`config.mk`:
```
export PLATFORM = sky130hd
export DESIGN_NAME = counter_preset_reset_readback
export DESIGN_NICKNAME = d
export VERILOG_FILES = /design/src/cnt_pkg.sv /design/src/bcd_codec.sv /design/src/counter_preset_reset_readback.sv
export SDC_FILE = /design/constraint.sdc
export NUM_CORES = 1
export LEC_CHECK = 0
export ABC_CLOCK_PERIOD_IN_PS = 57800
export BUFFER_PORTS_ARGS = -buffer_cell sky130_fd_sc_hd__buf_2
export CORE_MARGIN = 1.5
export CORE_UTILIZATION = 62
export CTS_CLUSTER_DIAMETER = 60
export DETAILED_ROUTE_END_ITERATION = 16
export GPL_ROUTABILITY_DRIVEN = 0
export PLACE_DENSITY = 0.78
export SLEW_MARGIN = 10
export SYNTH_ARGS = -nofsm -noshare
export SYNTH_HDL_FRONTEND = slang
export SYNTH_SLANG_ARGS = --single-unit
```
`constraint.sdc`:
```
create_clock -name clk -period 57.8 [get_ports clk]
set_input_delay 2.89 -clock clk [delete_from_list [all_inputs] [get_ports clk]]
set_output_delay 2.89 -clock clk [all_outputs]
set_load 0.02 [all_outputs]
```
`src/cnt_pkg.sv`:
```
// Constants shared by the counter preset, reset and readback logic
package cnt_pkg;
  localparam int VAL_W = 24;
  localparam int WORD_W = 16;
  localparam int BCD_DIGITS = 7;
  localparam int COND_W = 3;
  localparam int MODE_W = 3;
  // Control word bit positions
  localparam int CW_SET1_LOAD = 0;
  localparam int CW_SET2_LOAD = 1;
  localparam int CW_PV_LOAD = 2;
  localparam int CW_FMT_HEX = 3;
  localparam int CW_READBACK = 6;
  localparam int CW_HOST_RESET = 7;
  localparam int CW_OUT1_EN = 8;
  localparam int CW_OUT2_EN = 9;
  localparam int CW_MODE_LO = 12;
  localparam int CW_MODE_HI = 14;
  // Setting word field positions for compare loads
  localparam int SV_COND_LO = 12;
  localparam int SV_COND_HI = 14;
  localparam int SV_BCD_SIGN = 15;
  localparam int HEX_HIGH_W = 8;
  localparam logic [3:0] SIGN_POS = 4'h0;
  localparam logic [3:0] SIGN_NEG = 4'hf;
  localparam logic [COND_W-1:0] COND_GE = 3'h0;
  // Signed counting range
  localparam logic signed [VAL_W-1:0] PV_MAX = 24'sh7fffff;
  localparam logic signed [VAL_W-1:0] PV_MIN = -24'sh800000;
  localparam logic signed [VAL_W-1:0] PV_RESET = 24'sh000000;
  localparam logic [COND_W-1:0] COND_RESET = 3'h0;
  localparam logic [WORD_W-1:0] WORD_RESET = 16'h0000;
  // Reset modes
  localparam logic [MODE_W-1:0] MODE_NONE = 3'h0;
  localparam logic [MODE_W-1:0] MODE_IDX = 3'h1;
  localparam logic [MODE_W-1:0] MODE_EXT = 3'h2;
  localparam logic [MODE_W-1:0] MODE_IDX_EXT = 3'h3;
  localparam logic [MODE_W-1:0] MODE_HOST = 3'h4;
  localparam logic [MODE_W-1:0] MODE_IDX_HOST = 3'h5;
  localparam logic [MODE_W-1:0] MODE_CMP_HOST = 3'h6;
  localparam logic [MODE_W-1:0] MODE_ALL = 3'h7;
  // Least gaps the outside keeps between repeated resets
  localparam int CLK_HZ = 50_000_000;
  localparam int IDX_GAP_US = 100;
  localparam int EXT_GAP_US = 1000;
  localparam int IDX_GAP_CYC = (IDX_GAP_US * (CLK_HZ / 1_000_000));
  localparam int EXT_GAP_CYC = (EXT_GAP_US * (CLK_HZ / 1_000_000));
endpackage : cnt_pkg

```
`src/bcd_codec.sv`:
```
// Conversion between a 24-bit signed value and the signed BCD word pair
`timescale 1ns/1ps
module bcd_codec
  import cnt_pkg::*;
(
  input wire logic signed [VAL_W-1:0] bin_in,
  output logic [2*WORD_W-1:0] bcd_out,
  input wire logic [2*WORD_W-1:0] bcd_in,
  output logic signed [VAL_W-1:0] bin_out
);
  logic [VAL_W-1:0] mag;
  logic [4*BCD_DIGITS-1:0] digs;
  logic [VAL_W-1:0] acc;
  logic [VAL_W-1:0] mag_in;

  // Magnitude to BCD by shift and add three
  always_comb begin
    mag = bin_in[VAL_W-1] ? VAL_W'(-bin_in) : VAL_W'(bin_in);
    digs = '0;
    for (int i = VAL_W - 1; i >= 0; i--) begin
      for (int d = 0; d < BCD_DIGITS; d++) begin
        if (digs[4*d +: 4] > 4'h4) begin
          digs[4*d +: 4] = digs[4*d +: 4] + 4'h3;
        end
      end
      digs = {digs[4*BCD_DIGITS-2:0], mag[i]};
    end
    bcd_out = {(bin_in[VAL_W-1] ? SIGN_NEG : SIGN_POS), digs};
  end

  // BCD to binary, most significant digit first
  always_comb begin
    acc = '0;
    for (int d = BCD_DIGITS - 1; d >= 0; d--) begin
      acc = VAL_W'(acc * 24'd10) + VAL_W'(bcd_in[4*d +: 4]);
    end
    mag_in = acc;
    bin_out = (bcd_in[2*WORD_W-1 -: 4] != SIGN_POS) ? -$signed(mag_in) : $signed(mag_in);
  end
endmodule : bcd_codec

```
`src/counter_preset_reset_readback.sv`:
```
// Present value counter with reset modes, preset, compare loads and readback
`timescale 1ns/1ps
module counter_preset_reset_readback
  import cnt_pkg::*;
(
  input wire logic clk,
  input wire logic rst,
  input wire logic [WORD_W-1:0] setting_data_low,
  input wire logic [WORD_W-1:0] setting_data_high,
  input wire logic [WORD_W-1:0] counter_control_word,
  output logic [WORD_W-1:0] count_readback_low,
  output logic [WORD_W-1:0] count_readback_high,
  input wire logic index_pin,
  input wire logic ext_pin,
  input wire logic count_pulse,
  input wire logic count_up,
  output logic signed [VAL_W-1:0] present_value,
  output logic signed [VAL_W-1:0] compare_value1,
  output logic signed [VAL_W-1:0] compare_value2,
  output logic [COND_W-1:0] compare_cond1,
  output logic [COND_W-1:0] compare_cond2,
  output logic range_error,
  output logic compare_out1,
  output logic compare_out2
);
  logic idx_s1_r;
  logic idx_s2_r;
  logic idx_prev_r;
  logic ext_s1_r;
  logic ext_s2_r;
  logic [WORD_W-1:0] ctl_prev_r;
  logic signed [VAL_W-1:0] pv_r;
  logic signed [VAL_W-1:0] pv_nxt;
  logic signed [VAL_W-1:0] sv1_r;
  logic signed [VAL_W-1:0] sv2_r;
  logic [COND_W-1:0] cond1_r;
  logic [COND_W-1:0] cond2_r;
  logic halted_r;
  logic halted_nxt;
  logic pending_r;
  logic [WORD_W-1:0] rb_low_r;
  logic [WORD_W-1:0] rb_high_r;
  logic out1_r;
  logic out2_r;

  logic idx_rise;
  logic host_rst;
  logic hex_fmt;
  logic [MODE_W-1:0] mode;
  logic fulfil;
  logic pv_load_edge;
  logic sv1_load_edge;
  logic sv2_load_edge;
  logic rb_edge;
  logic hit1;
  logic hit2;
  logic cmp_any;

  logic [2*WORD_W-1:0] enc_bcd;
  logic [2*WORD_W-1:0] dec_bcd_in;
  logic signed [VAL_W-1:0] dec_bin;
  logic signed [VAL_W-1:0] set_value;
  logic signed [VAL_W-1:0] hex_value;

  // Pins pass two flip-flops; the index edge detector compares the second stage with a third flop, idx_prev_r
  always_ff @(posedge clk) begin
    if (rst) begin
      idx_s1_r <= 1'b0;
      idx_s2_r <= 1'b0;
      idx_prev_r <= 1'b0;
      ext_s1_r <= 1'b0;
      ext_s2_r <= 1'b0;
    end else begin
      idx_s1_r <= index_pin;
      idx_s2_r <= idx_s1_r;
      idx_prev_r <= idx_s2_r;
      ext_s1_r <= ext_pin;
      ext_s2_r <= ext_s1_r;
    end
  end

  assign idx_rise = idx_s2_r & ~idx_prev_r;
  assign host_rst = counter_control_word[CW_HOST_RESET];
  assign hex_fmt = counter_control_word[CW_FMT_HEX];
  assign mode = counter_control_word[CW_MODE_HI:CW_MODE_LO];

  // Command bits are sampled on the same clock as the host words
  always_ff @(posedge clk) begin
    if (rst) begin
      ctl_prev_r <= WORD_RESET;
    end else begin
      ctl_prev_r <= counter_control_word;
    end
  end

  // Rising edges of the load and readback commands
  assign pv_load_edge = counter_control_word[CW_PV_LOAD] & ~ctl_prev_r[CW_PV_LOAD];
  assign sv1_load_edge = counter_control_word[CW_SET1_LOAD] & ~ctl_prev_r[CW_SET1_LOAD];
  assign sv2_load_edge = counter_control_word[CW_SET2_LOAD] & ~ctl_prev_r[CW_SET2_LOAD];
  assign rb_edge = counter_control_word[CW_READBACK] & ~ctl_prev_r[CW_READBACK];

  assign cmp_any = hit1 | hit2;

  // Reset condition per mode; index modes need the index edge to come last
  always_comb begin
    case (mode)
      MODE_IDX: fulfil = idx_rise;
      MODE_EXT: fulfil = ext_s2_r;
      MODE_IDX_EXT: fulfil = idx_rise & ext_s2_r;
      MODE_HOST: fulfil = host_rst;
      MODE_IDX_HOST: fulfil = idx_rise & host_rst;
      MODE_CMP_HOST: fulfil = cmp_any & host_rst;
      MODE_ALL: fulfil = idx_rise & ext_s2_r & host_rst;
      default: fulfil = 1'b0;
    endcase
  end

  // A fulfilled condition waits for the next count event; a new one wins over the clear
  always_ff @(posedge clk) begin
    if (rst) begin
      pending_r <= 1'b0;
    end else if (fulfil) begin
      pending_r <= 1'b1;
    end else if (count_pulse | pv_load_edge) begin
      pending_r <= 1'b0;
    end
  end

  // Setting word decode: hex keeps the low 24 bits, BCD goes through the codec
  assign hex_value = $signed({setting_data_high[HEX_HIGH_W-1:0], setting_data_low});
  always_comb begin
    if (pv_load_edge) begin
      dec_bcd_in = {setting_data_high, setting_data_low};
    end else begin
      dec_bcd_in = {(setting_data_high[SV_BCD_SIGN] ? SIGN_NEG : SIGN_POS),
                    setting_data_high[11:0], setting_data_low};
    end
    set_value = hex_fmt ? hex_value : dec_bin;
  end

  bcd_codec u_codec (
    .bin_in(pv_r),
    .bcd_out(enc_bcd),
    .bcd_in(dec_bcd_in),
    .bin_out(dec_bin)
  );

  // Present value: preset first, then pending reset on a count, then counting
  always_comb begin
    pv_nxt = pv_r;
    halted_nxt = halted_r;
    if (pv_load_edge) begin
      pv_nxt = set_value;
      halted_nxt = 1'b0;
    end else if (count_pulse && pending_r) begin
      pv_nxt = PV_RESET;
      halted_nxt = 1'b0;
    end else if (count_pulse && !halted_r) begin
      if (count_up) begin
        if (pv_r == PV_MAX) begin
          halted_nxt = 1'b1;
        end else begin
          pv_nxt = pv_r + 24'sd1;
        end
      end else begin
        if (pv_r == PV_MIN) begin
          halted_nxt = 1'b1;
        end else begin
          pv_nxt = pv_r - 24'sd1;
        end
      end
    end
  end

  always_ff @(posedge clk) begin
    if (rst) begin
      pv_r <= PV_RESET;
      halted_r <= 1'b0;
    end else begin
      pv_r <= pv_nxt;
      halted_r <= halted_nxt;
    end
  end

  // Compare loads take value and condition together, at any time
  always_ff @(posedge clk) begin
    if (rst) begin
      sv1_r <= PV_RESET;
      cond1_r <= COND_RESET;
    end else if (sv1_load_edge) begin
      sv1_r <= set_value;
      cond1_r <= setting_data_high[SV_COND_HI:SV_COND_LO];
    end
  end

  always_ff @(posedge clk) begin
    if (rst) begin
      sv2_r <= PV_RESET;
      cond2_r <= COND_RESET;
    end else if (sv2_load_edge) begin
      sv2_r <= set_value;
      cond2_r <= setting_data_high[SV_COND_HI:SV_COND_LO];
    end
  end

  assign hit1 = (cond1_r == COND_GE) ? (pv_r >= sv1_r) : (pv_r <= sv1_r);
  assign hit2 = (cond2_r == COND_GE) ? (pv_r >= sv2_r) : (pv_r <= sv2_r);

  // External outputs gated by their enable bits
  always_ff @(posedge clk) begin
    if (rst) begin
      out1_r <= 1'b0;
      out2_r <= 1'b0;
    end else begin
      out1_r <= hit1 & counter_control_word[CW_OUT1_EN];
      out2_r <= hit2 & counter_control_word[CW_OUT2_EN];
    end
  end

  // Readback holds the value of the command cycle in the current format
  always_ff @(posedge clk) begin
    if (rst) begin
      rb_low_r <= WORD_RESET;
      rb_high_r <= WORD_RESET;
    end else if (rb_edge) begin
      if (hex_fmt) begin
        rb_low_r <= pv_r[WORD_W-1:0];
        rb_high_r <= {{HEX_HIGH_W{1'b0}}, pv_r[VAL_W-1:WORD_W]};
      end else begin
        rb_low_r <= enc_bcd[WORD_W-1:0];
        rb_high_r <= enc_bcd[2*WORD_W-1:WORD_W];
      end
    end
  end

  assign count_readback_low = rb_low_r;
  assign count_readback_high = rb_high_r;
  assign present_value = pv_r;
  assign compare_value1 = sv1_r;
  assign compare_value2 = sv2_r;
  assign compare_cond1 = cond1_r;
  assign compare_cond2 = cond2_r;
  assign range_error = halted_r;
  assign compare_out1 = out1_r;
  assign compare_out2 = out2_r;
endmodule : counter_preset_reset_readback
```
Yosys cells after proc, flatten, opt, wreduce, memory -nomap -nowiden
Cells that the tools add are included.

word-level totals
  register bits after elaboration = 126
  input port bits = 54
  output and inout bits = 113
  word-level logic and storage cells = 353

cells by class
  add/sub/neg operators = 94
  multipliers = 6
  magnitude comparators = 88
  equal/unequal tests = 12
  multiplexer cells = 106
  bitwise gates (word level) = 18
  reduce and logical (&&, ||, !) cells = 12

operators by type and width
  kind                   count
  $mux 4                 83
  $gt 4x3->1 const B     77
  $add 4x2->4 const B    75
  $mux 24                9
  $add 24x4->24          6
  $mul 24x3->23 const B  5
  $eq 24x24->1 const B   2
  $ge 24x24->1           2
  $le 24x24->1           2
  $neg 24->24            2
  $mux 16                2
  $mux 32                1
  $add 24x2->24 const B  1
  $add 3x2->4 const B    6
  $sub 24x2->24 const B  1
  $gt 3x3->1 const B     7
  $eq 3x3->1 const B     4
  $and 1x1->1            11
  $add 3x2->3 const B    3
  $mux 3                 3
  $ne 4x4->1 const B     2
  $mul 4x3->7 const B    1
  $mux 1                 7
  $pmux 1 s7             1
  13 further kinds       23

Longest topological paths before layout
Gate-level depths: netlist of the first run.

  depth in word-level cells = 45
  depth in mapped cells = 133
  gate-level depth less buffers = 124

Hierarchy
Synthesis of the first run repeated with hierarchy kept, for this count alone.

second synthesis, totals
  cells, all modules = 3460
  area, all modules = 26633.0 sq um

modules (own cells, without submodules)
  module                         instances  cells each  area each (sq um)  sequential area each (sq um)
  bcd_codec                      1          2566        19149.6            0.0
  counter_preset_reset_readback  1          894         7483.4             2462.4

Worst setup path before layout of the first run
Ideal clock, no wire load.

  kind = reg2reg
  start point = register pv_r[0] (netlist: present_value[0])
  end point = register rb_high_r[11] (netlist: count_readback_high[11])
  library setup time = 0.128 ns
  arrival time = 24.296 ns
  data required time = 57.672 ns
  setup slack = 33.376 ns
  cell stages (with the launch flop) = 125
  buffers on the path = 9
  period minus slack after synthesis = 24.424 ns
  cell sequence = dfxtp_1 inv_1 ha_1 or4b_1 or3_4 or2_2 nand2_1 xor2_1 ha_1 inv_1 ha_1 clkbuf_1 clkbuf_1 a21oi_1 and4_1 and3_1 buf_2 ha_1 (+89 left out) inv_1 a21oi_1 o41a_1 a211oi_1 xor2_1 ha_1 nand2b_1 mux2i_1 inv_1 ha_1 nand2b_1 mux2_2 ha_1 o41ai_1 a221o_1 nor2b_1 xnor2_1 o21ai_1

on the way
  word-level cells in the longest chain between the ends = 45
  elaborated cells on any way between the ends = 192
  those cells by class = 64 x add/sub; 63 x order compare; 65 x mux

ends and longest elaborated chain
  element                                    line                                  RTL
  start: declaration                         counter_preset_reset_readback.sv:32   logic signed [VAL_W-1:0] pv_r;
  start signal: assignment                   counter_preset_reset_readback.sv:180  pv_r <= pv_nxt;
  $neg 24->24 *                              bcd_codec.sv:18                       mag = bin_in[VAL_W-1] ? VAL_W'(-bin_in) : VAL_W'(bin_in);
  $mux 24 *                                  bcd_codec.sv:18
  $add 3x2->4 or $gt 3x3->1 (tied branches)  bcd_codec.sv:23, bcd_codec.sv:22
  $mux 4                                     bcd_codec.sv:22                       if (digs[4*d +: 4] > 4'h4) begin
  $add 4x2->4 or $gt 4x3->1 (tied branches)  bcd_codec.sv:23, bcd_codec.sv:22
  $mux 4                                     bcd_codec.sv:22
  $add 4x2->4 or $gt 4x3->1 (tied branches)  bcd_codec.sv:23, bcd_codec.sv:22
  $mux 4                                     bcd_codec.sv:22
  (+29 left out)                             --
  $mux 4                                     bcd_codec.sv:22
  $add 4x2->4 (tied with other cells)        bcd_codec.sv:23                       digs[4*d +: 4] = digs[4*d +: 4] + 4'h3;
  $mux 4 or $mux 3 (tied branches)           bcd_codec.sv:22
  $add 4x2->4 (tied with other cells)        bcd_codec.sv:23
  $mux 4 or $mux 3 (tied branches)           bcd_codec.sv:22
  $gt 4x3->1 or $add 3x2->3 (tied branches)  bcd_codec.sv:22, bcd_codec.sv:23
  $mux 3 *                                   bcd_codec.sv:22
  $mux 16 *                                  counter_preset_reset_readback.sv:226  if (hex_fmt) begin
  end signal: assignment                     counter_preset_reset_readback.sv:228  rb_high_r <= {{HEX_HIGH_W{1'b0}}, pv_r[VAL_W-1:WORD_W]};
  end signal: assignment                     counter_preset_reset_readback.sv:231  rb_high_r <= enc_bcd[2*WORD_W-1:WORD_W];
  end: declaration                           counter_preset_reset_readback.sv:42   logic [WORD_W-1:0] rb_high_r;

Mark *: on every way between the ends. The rest lies on a longest branch, timed or not.
A chain may end at the register's enable or synchronous reset.

Final worst setup path of the first run
  start point = register pv_r[0] (netlist: present_value[0])
  end point = register rb_high_r[3] (netlist: count_readback_high[3])

on the way
  word-level cells in the longest chain between the ends = 45
  elaborated cells on any way between the ends = 198
  those cells by class = 66 x add/sub; 65 x order compare; 67 x mux

ends and longest elaborated chain
  element                                    line
  $neg 24->24 *                              bcd_codec.sv:18
  $mux 24 *                                  bcd_codec.sv:18
  $add 3x2->4 or $gt 3x3->1 (tied branches)  bcd_codec.sv:23, bcd_codec.sv:22
  $mux 4                                     bcd_codec.sv:22
  $add 4x2->4 or $gt 4x3->1 (tied branches)  bcd_codec.sv:23, bcd_codec.sv:22
  $mux 4                                     bcd_codec.sv:22
  $add 4x2->4 or $gt 4x3->1 (tied branches)  bcd_codec.sv:23, bcd_codec.sv:22
  $mux 4                                     bcd_codec.sv:22
  (+29 left out)                             --
  $mux 4                                     bcd_codec.sv:22
  $add 4x2->4 or $gt 4x3->1 (tied branches)  bcd_codec.sv:23, bcd_codec.sv:22
  $mux 4                                     bcd_codec.sv:22
  $add 4x2->4 or $gt 4x3->1 (tied branches)  bcd_codec.sv:23, bcd_codec.sv:22
  $mux 4                                     bcd_codec.sv:22
  $add 4x2->4 or $gt 4x3->1 (tied branches)  bcd_codec.sv:23, bcd_codec.sv:22
  $mux 4 *                                   bcd_codec.sv:22
  $mux 16 *                                  counter_preset_reset_readback.sv:226

Marked as above.

==> results of run 1 <==
==> how the worst min path moves through the flow <==
stage,from,endpoint
after floorplan,idx_s2_r,idx_prev_r
after global placement,idx_s1_r,idx_s2_r
after detailed placement,ext_s1_r,ext_s2_r
after CTS,ext_s1_r,ext_s2_r
after global routing,idx_s1_r,idx_s2_r
final,idx_s1_r,idx_s2_r
==> routing by layer <==
metal	up-vias	part of all wire [%]	track usage (%)
li1	12600	-	-
met1	11900	43	37.9
met2	741	47	55.5
met3	161	5.6	4.02
met4	0	4.1	13.1
met5	-	0	0
==> state kept, by name, indices dropped and copies added (netlist names), 3 cells and up <==
| signal | cells |
|---|---|
| compare_value1 | 24 |
| compare_cond2 | 3 |
| count_readback_high | 13 |
| ctl_prev_r | 4 |
| compare_value2 | 24 |
| count_readback_low | 16 |
| compare_cond1 | 3 |
| present_value | 24 |
==> logic make-up after synthesis <==
logic type	Yosys count	share of synthesized area, %
and+or+nand+nor	985	19.8
DFF	120	9.41
other	1	0.0147
muxes	166	7.21
buffers and inverters	366	5.55
adders and majority gates	397	19.8
xor gates and xnor gates	274	9.58
AOI/OAI and AO/OA	1018	28.6
==> placed cells by master (no fill, tap or decap), drive strengths merged, types with 49 or more instances in the layout <==
cell,n
a211oi,85
a21o,51
a21oi,274
and3,66
buf,179
dfxtp,120
ha,384
inv,265
mux2,56
mux2i,110
nand2,162
nand2b,49
nand3,76
nor2,293
nor3,74
o21ai,140
o21bai,80
xnor2,169
xor2,105
==> per-stage QoR <==
step	worst slack (ps)	cell area (um^2)
2_1_floorplan	33380	25500
3_3_place_gp	30690	26700
3_5_place_dp	29820	26700
4_1_cts	29690	27300
5_1_grt	26800	27300
6_report	29280	27300
==> final cells by class <==
class | instances | area [um^2]
clock buffers | 18 | 439
clock inverters | 13 | 170
fillers | 3495 | 13400
inverters | 266 | 998
multi-input cells | 2842 | 21700
flip-flops and latches | 120 | 2400
well taps | 532 | 666
repair buffers | 179 | 943
==> impl_results.html, run 1 <==
<table>
<tr><th>Metric</th><th>Value</th></tr>
<tr><th colspan="2">Status</th></tr>
<tr><td>Outcome</td><td>finished, final reports clean</td></tr>
<tr><th colspan="2">Synthesis</th></tr>
<tr><td>Most common flop cell mapped by yosys</td><td>sky130_fd_sc_hd__dfxtp_1</td></tr>
<tr><td>Post-synthesis area per instance</td><td>7.67 um^2</td></tr>
<tr><td>Share of flip-flops with an asynchronous set or reset</td><td>0%</td></tr>
<tr><td>Sequential share of the synthesized area</td><td>9.41%</td></tr>
<tr><td>Cell types occupying the most area after synthesis</td><td>sky130_fd_sc_hd__ha_1 19%, sky130_fd_sc_hd__dfxtp_1 9.4%, sky130_fd_sc_hd__xnor2_1 5.6%, sky130_fd_sc_hd__a21oi_1 5.3%, sky130_fd_sc_hd__nor2_1 4.3%</td></tr>
<tr><td>Cell type with the highest aggregate area in the netlist</td><td>sky130_fd_sc_hd__ha_1</td></tr>
<tr><td>Count of different cell masters after synthesis</td><td>129</td></tr>
<tr><td>Most used standard cells in the synthesized netlist</td><td>384 x sky130_fd_sc_hd__ha_1, 291 x sky130_fd_sc_hd__nor2_1, 271 x sky130_fd_sc_hd__a21oi_1, 256 x sky130_fd_sc_hd__inv_1, 164 x sky130_fd_sc_hd__xnor2_1</td></tr>
<tr><td>Syn Inst Count</td><td>3,327</td></tr>
<tr><td>Area share of the leading cell type in the synthesized netlist</td><td>18.8%</td></tr>
<tr><td>Syn Std Cell Area</td><td>25,500 um^2</td></tr>
<tr><td>Number of synthesized flops with an enable pin</td><td>0</td></tr>
<tr><td>Cell with the most instances after synthesis</td><td>sky130_fd_sc_hd__ha_1</td></tr>
<tr><td>Number of warning messages in the yosys log</td><td>0</td></tr>
<tr><td>Number of flip-flops and latches in the synthesized netlist</td><td>120</td></tr>
<tr><th colspan="2">Timing</th></tr>
<tr><td>Period Utilization, post-route</td><td>49.3%</td></tr>
<tr><td>F_max</td><td>35.1 MHz</td></tr>
<tr><td>Setup TNS after final layout</td><td>0 ps</td></tr>
<tr><td>Hold violation total from the final report</td><td>0</td></tr>
<tr><td>Hold_ws</td><td>436 ps</td></tr>
<tr><td>Slew at the pin closest to its max-slew limit</td><td>1180 ps</td></tr>
<tr><td>Clock skew after layout</td><td>16.5 ps</td></tr>
<tr><td>Tightest slew margin relative to the limit</td><td>21.1%</td></tr>
<tr><td>Max Transition Viols Final</td><td>0</td></tr>
<tr><td>RSZ-0062 raised after global routing</td><td>no</td></tr>
<tr><td>Final number of setup-violating endpoints</td><td>0</td></tr>
<tr><td>Min Clock Period, post-route</td><td>28,520 ps</td></tr>
<tr><th colspan="2">Setup path</th></tr>
<tr><td>Critical Setup Path Class</td><td>reg2reg</td></tr>
<tr><td>Slowest library cell on the worst path</td><td>sky130_fd_sc_hd__or4b_1</td></tr>
<tr><td>Worst path depth</td><td>117</td></tr>
<tr><td>Gate family responsible for the most delay along the worst path</td><td>compound AO/OA/AOI/OAI gates</td></tr>
<tr><td>Terminus of the critical flop-to-flop path</td><td>count_readback_high[3]</td></tr>
<tr><td>Most common cell on crit path</td><td>sky130_fd_sc_hd__ha_1</td></tr>
<tr><td>Nature of the critical path endpoint</td><td>flop</td></tr>
<tr><td>Startpoint of the lowest-slack register-to-register path</td><td>present_value[0]</td></tr>
<tr><td>Largest fanout of any net on the critical path</td><td>18</td></tr>
<tr><td>Count of buffering cells on the critical path with inverters included</td><td>9</td></tr>
<tr><td>Capturing element of the worst setup path</td><td>count_readback_high[3]</td></tr>
<tr><td>Critical path arrival</td><td>28,780 ps</td></tr>
<tr><td>Critical path startpoint</td><td>present_value[0]</td></tr>
<tr><td>Critical path startpoint category</td><td>flop</td></tr>
<tr><td>Path depth of the worst reg2reg path</td><td>117</td></tr>
<tr><td>Required time of the worst setup path</td><td>58,060 ps</td></tr>
<tr><td>Delay of the slowest critical-path stage</td><td>600 ps</td></tr>
<tr><td>Slack of the worst reg-to-reg path</td><td>29,280 ps</td></tr>
<tr><th colspan="2">Layout</th></tr>
<tr><td>Number of nets at the end of the flow</td><td>3,877</td></tr>
<tr><td>Share of cells above drive strength 1</td><td>11.6%</td></tr>
<tr><td>Utilization after layout</td><td>67.1%</td></tr>
<tr><td>Final Instance Count excl. Fillers</td><td>3,970</td></tr>
<tr><td>Area growth from synthesis to layout</td><td>7.10%</td></tr>
<tr><td>Number of antenna cells inserted</td><td>0</td></tr>
<tr><th colspan="2">Clocking</th></tr>
<tr><td>Number of buffers created by CTS</td><td>17</td></tr>
<tr><td>CTS tree</td><td>done</td></tr>
<tr><td>Clock slew seen by the registers of the worst setup and hold paths</td><td>60 ps</td></tr>
<tr><td>CTS resizes</td><td>0</td></tr>
<tr><td>Number of hold buffers added after CTS</td><td>0</td></tr>
<tr><td>Maximum count of clock buffers along a single path</td><td>2</td></tr>
<tr><td>Clk Latency, worst-skew pair</td><td>430 ps</td></tr>
<tr><td>Clk sinks</td><td>120</td></tr>
<tr><td>Root buffer cell</td><td>sky130_fd_sc_hd__clkbuf_16</td></tr>
<tr><td>CTS H-tree depth</td><td>4</td></tr>
<tr><td>Buffers inserted during post-CTS setup optimization</td><td>0</td></tr>
<tr><th colspan="2">Worst hold path</th></tr>
<tr><td>Cell depth of the worst min-delay path</td><td>1</td></tr>
<tr><td>Worst Hold Class</td><td>reg2reg</td></tr>
<tr><th colspan="2">Drt</th></tr>
<tr><td>Number of iterations in the first detailed-routing pass</td><td>5</td></tr>
<tr><td>Antenna-violating nets left</td><td>0</td></tr>
<tr><td>Detailed Route WL</td><td>67,900 um</td></tr>
<tr><td>Average wire per cell in the routed design</td><td>17.1 um</td></tr>
<tr><td>DRC marker count from the first detailed-route iteration</td><td>1,852</td></tr>
<tr><td>Vias per Instance</td><td>6.39</td></tr>
<tr><td>DRC Markers</td><td>0</td></tr>
<tr><td>Number of vias after detailed routing</td><td>25,400</td></tr>
<tr><th colspan="2">Die</th></tr>
<tr><td>Starting density of the core</td><td>62.6%</td></tr>
<tr><td>Io pins</td><td>167</td></tr>
<tr><td>Num rows</td><td>74</td></tr>
<tr><td>Area of the core</td><td>40,700 um^2</td></tr>
<tr><td>Die boundary height</td><td>206 um</td></tr>
<tr><td>Die area</td><td>42,400 um^2</td></tr>
<tr><td>Die span in x</td><td>206 um</td></tr>
<tr><th colspan="2">GRT</th></tr>
<tr><td>Antenna violations before repair</td><td>0</td></tr>
<tr><td>Remaining global-route overflow</td><td>0</td></tr>
<tr><td>Largest net degree at the start of global routing</td><td>104</td></tr>
<tr><td>Number of global-route vias before repair</td><td>24,200</td></tr>
<tr><td>First-pass GRT wire length</td><td>112,000 um</td></tr>
<tr><td>Tot GR Track Use</td><td>31.3%</td></tr>
<tr><th colspan="2">Flow run</th></tr>
<tr><td>Number of violations of the max-capacitance limit</td><td>0</td></tr>
<tr><th colspan="2">Placement</th></tr>
<tr><td>Detailed-placement wirelength estimate</td><td>53,100 um</td></tr>
<tr><td>Cell Count Post-Placement</td><td>3,939</td></tr>
<tr><td>Count of input and output buffers</td><td>161</td></tr>
</table>
Power of run 1 is not shown: default switching activity piles up to over one toggle a cycle in this logic, so the estimate is an artifact.
==> inputs of run 2 (changes only) <==
--- a/config.mk
+++ b/config.mk
@@ -5,7 +5,7 @@
 export SDC_FILE = /design/constraint.sdc
 export NUM_CORES = 1
 export LEC_CHECK = 0
-export ABC_CLOCK_PERIOD_IN_PS = 57800
+export ABC_CLOCK_PERIOD_IN_PS = 28900
 export BUFFER_PORTS_ARGS = -buffer_cell sky130_fd_sc_hd__buf_2
 export CORE_MARGIN = 1.5
 export CORE_UTILIZATION = 62
==> constraint.sdc (replaced) <==
create_clock -name clk -period 28.9 [get_ports clk]
set_input_delay 1.445 -clock clk [delete_from_list [all_inputs] [get_ports clk]]
set_output_delay 1.445 -clock clk [all_outputs]
set_load 0.02 [all_outputs]
==> run 2 against run 1 <==
  * Global-route usage is 0.46 points higher
  * Die area stayed put
  * Register-to-register slack worse by 27000 ps
  * Final cell count is 0.23% higher
  * Critical path depth is 1 higher
  * Non-clock buffer count is 7 higher
  * Design area is 0.84% higher
  * Largest cell class unchanged
==> impl_results.html, run 2 (synthesis gave the netlist of run 1 again) <==
<table>
<tr><th>Metric</th><th>Value</th></tr>
<tr><th colspan="2">Setup path</th></tr>
<tr><td>Critical Setup Path Class</td><td>reg2reg</td></tr>
<tr><td>Critical path startpoint category</td><td>flop</td></tr>
<tr><td>Delay of the slowest critical-path stage</td><td>610 ps</td></tr>
<tr><td>Required time of the worst setup path</td><td>29,200 ps</td></tr>
<tr><td>Most common cell on crit path</td><td>sky130_fd_sc_hd__ha_1</td></tr>
<tr><td>Critical path startpoint</td><td>present_value[0]</td></tr>
<tr><td>Largest fanout of any net on the critical path</td><td>18</td></tr>
<tr><td>Terminus of the critical flop-to-flop path</td><td>count_readback_high[11]</td></tr>
<tr><td>Startpoint of the lowest-slack register-to-register path</td><td>present_value[0]</td></tr>
<tr><td>Nature of the critical path endpoint</td><td>flop</td></tr>
<tr><td>Slack of the worst reg-to-reg path</td><td>2110 ps</td></tr>
<tr><td>Slowest library cell on the worst path</td><td>sky130_fd_sc_hd__or4b_1</td></tr>
<tr><td>Path depth of the worst reg2reg path</td><td>118</td></tr>
<tr><td>Capturing element of the worst setup path</td><td>count_readback_high[11]</td></tr>
<tr><td>Critical path arrival</td><td>27,090 ps</td></tr>
<tr><th colspan="2">Timing</th></tr>
<tr><td>Min Clock Period, post-route</td><td>26,790 ps</td></tr>
<tr><td>Period Utilization, post-route</td><td>92.7%</td></tr>
<tr><td>Slew at the pin closest to its max-slew limit</td><td>1060 ps</td></tr>
<tr><td>Tightest slew margin relative to the limit</td><td>29.2%</td></tr>
<tr><td>Final number of setup-violating endpoints</td><td>0</td></tr>
<tr><td>F_max</td><td>37.3 MHz</td></tr>
<tr><td>Smallest setup slack after layout</td><td>2110 ps</td></tr>
<tr><td>Max Transition Viols Final</td><td>0</td></tr>
<tr><td>Hold_ws</td><td>433 ps</td></tr>
<tr><td>Clock skew after layout</td><td>12.7 ps</td></tr>
<tr><td>Hold violation total from the final report</td><td>0</td></tr>
<tr><th colspan="2">Clocking</th></tr>
<tr><td>Number of buffers created by CTS</td><td>17</td></tr>
<tr><td>CTS H-tree depth</td><td>4</td></tr>
<tr><td>Clock slew seen by the registers of the worst setup and hold paths</td><td>60 ps</td></tr>
<tr><td>Number of hold buffers added after CTS</td><td>0</td></tr>
<tr><td>Maximum count of clock buffers along a single path</td><td>2</td></tr>
<tr><td>Clk Latency, worst-skew pair</td><td>430 ps</td></tr>
<tr><td>Root buffer cell</td><td>sky130_fd_sc_hd__clkbuf_16</td></tr>
<tr><td>CTS tree</td><td>done</td></tr>
<tr><td>Clk sinks</td><td>120</td></tr>
<tr><th colspan="2">Die</th></tr>
<tr><td>Die span in x</td><td>206 um</td></tr>
<tr><td>Io pins</td><td>167</td></tr>
<tr><td>Die area</td><td>42,400 um^2</td></tr>
<tr><td>Die boundary height</td><td>206 um</td></tr>
<tr><td>Area of the core</td><td>40,700 um^2</td></tr>
<tr><td>Starting density of the core</td><td>62.6%</td></tr>
<tr><td>Num rows</td><td>74</td></tr>
<tr><th colspan="2">Worst hold path</th></tr>
<tr><td>Worst Hold Class</td><td>reg2reg</td></tr>
<tr><th colspan="2">Drt</th></tr>
<tr><td>Detailed Route WL</td><td>68,200 um</td></tr>
<tr><td>Number of vias after detailed routing</td><td>25,500</td></tr>
<tr><td>Antenna-violating nets left</td><td>0</td></tr>
<tr><td>DRC marker count from the first detailed-route iteration</td><td>1,929</td></tr>
<tr><td>DRC Markers</td><td>0</td></tr>
<tr><td>Vias per Instance</td><td>6.41</td></tr>
<tr><td>Average wire per cell in the routed design</td><td>17.1 um</td></tr>
<tr><td>Number of iterations in the first detailed-routing pass</td><td>6</td></tr>
<tr><th colspan="2">Layout</th></tr>
<tr><td>Fill cell count</td><td>3,440</td></tr>
<tr><td>Share of cells above drive strength 1</td><td>12.4%</td></tr>
<tr><td>Commonest non-fill, non-tap cell in the layout</td><td>sky130_fd_sc_hd__ha_1</td></tr>
<tr><td>Number of nets at the end of the flow</td><td>3,884</td></tr>
<tr><td>Commonest non-fill, non-tap cells in the layout</td><td>379 x sky130_fd_sc_hd__ha_1, 288 x sky130_fd_sc_hd__nor2_1, 269 x sky130_fd_sc_hd__a21oi_1, 256 x sky130_fd_sc_hd__inv_1, 163 x sky130_fd_sc_hd__xnor2_1</td></tr>
<tr><td>Area growth from synthesis to layout</td><td>8.01%</td></tr>
<tr><th colspan="2">GRT</th></tr>
<tr><td>Tot GR Track Use</td><td>31.8%</td></tr>
<tr><td>Largest net degree at the start of global routing</td><td>96</td></tr>
<tr><td>Number of global-route vias before repair</td><td>24,300</td></tr>
<tr><td>Antenna violations before repair</td><td>0</td></tr>
<tr><td>First-pass GRT wire length</td><td>114,000 um</td></tr>
<tr><td>Remaining global-route overflow</td><td>0</td></tr>
<tr><th colspan="2">Status</th></tr>
<tr><td>Outcome</td><td>finished, final reports clean</td></tr>
<tr><th colspan="2">Placement</th></tr>
<tr><td>Detailed-placement wirelength estimate</td><td>52,900 um</td></tr>
<tr><td>Worst slack at placement</td><td>1000 ps</td></tr>
<tr><td>Count of input and output buffers</td><td>161</td></tr>
<tr><th colspan="2">Flow run</th></tr>
<tr><td>Number of violations of the max-capacitance limit</td><td>0</td></tr>
</table>
## run 2: cell types whose count changed in the layout (fill, tap and decap cells not counted), moves of 3 or more
cell                        before  now
sky130_fd_sc_hd__a2111oi_0       7    4
sky130_fd_sc_hd__a2111oi_1       2    5
sky130_fd_sc_hd__xor2_1        104  101
sky130_fd_sc_hd__ha_2            0    4
sky130_fd_sc_hd__mux2i_2        14   17
sky130_fd_sc_hd__ha_1          384  379
sky130_fd_sc_hd__nor2_1        291  288
sky130_fd_sc_hd__nor2_2          2    5
sky130_fd_sc_hd__mux2i_1        94   91
sky130_fd_sc_hd__buf_4          19   26
## run 2: worst min path at each step
stage              from         end  slack [ps]  cells past startpoint
6_report       idx_s2_r  idx_prev_r         430                      2
5_1_grt        idx_s2_r  idx_prev_r         470                      2
4_1_cts        idx_s2_r  idx_prev_r         440                      2
3_5_place_dp   idx_s1_r    idx_s2_r         430                      1
3_3_place_gp   ext_s1_r    ext_s2_r         420                      1
2_1_floorplan  idx_s2_r  idx_prev_r         410                      2
## run 2: area by class of cell
| class | instances | area (um^2) | share of cell area, % |
|---|---|---|---|
| Antenna cell | 1 | 2.50 | 0.00908 |
| Clock buffer | 18 | 429 | 1.56 |
| Clock inverter | 14 | 211 | 0.767 |
| Inverter | 266 | 998 | 3.62 |
| Multi-Input combinational cell | 2842 | 21900 | 79.3 |
| Sequential cell | 120 | 2400 | 8.71 |
| Tap cell | 532 | 666 | 2.41 |
| Timing Repair Buffer | 186 | 996 | 3.61 |
## run 2: per-layer routing
metal  track usage (%)  part of all wire, %  vias up
met2              56.3                   47      767
met4              11.1                  3.3        0
met1              39.1                   43    12000
met5                 0                    0        -
li1                  -                    -    12600
met3              4.48                  6.0      138
## run 2: stage by stage
step,util [%],TNS (ps),std cells,area [um^2]
after floorplan,-,0,3328,25500
after global placement,65.6,0,3938,26700
after detailed placement,65.6,0,3938,26700
after CTS,67.2,0,3970,27400
after global routing,67.7,-69.2,3978,27600
final,67.7,0,3979,27600
## run 2: what timing repair did
action | 4_1_cts | 5_1_grt
resized for setup | 0 | 32
setup buffers | 0 | 8
setup endpoints to repair | 0 | 20
## run 2: worst max-delay path, delay by kind of cell (launching register included)
kind / cells / cell delay (ps)
xor gates and xnor gates: 9 / 1830
muxes: 8 / 1740
adders and majority gates: 23 / 6380
buffers and inverters: 9 / 1070
DFF: 1 / 390
AOI/OAI and AO/OA: 31 / 7130
and+or+nand+nor: 38 / 8070
Power of run 2 is left out for the same reason.
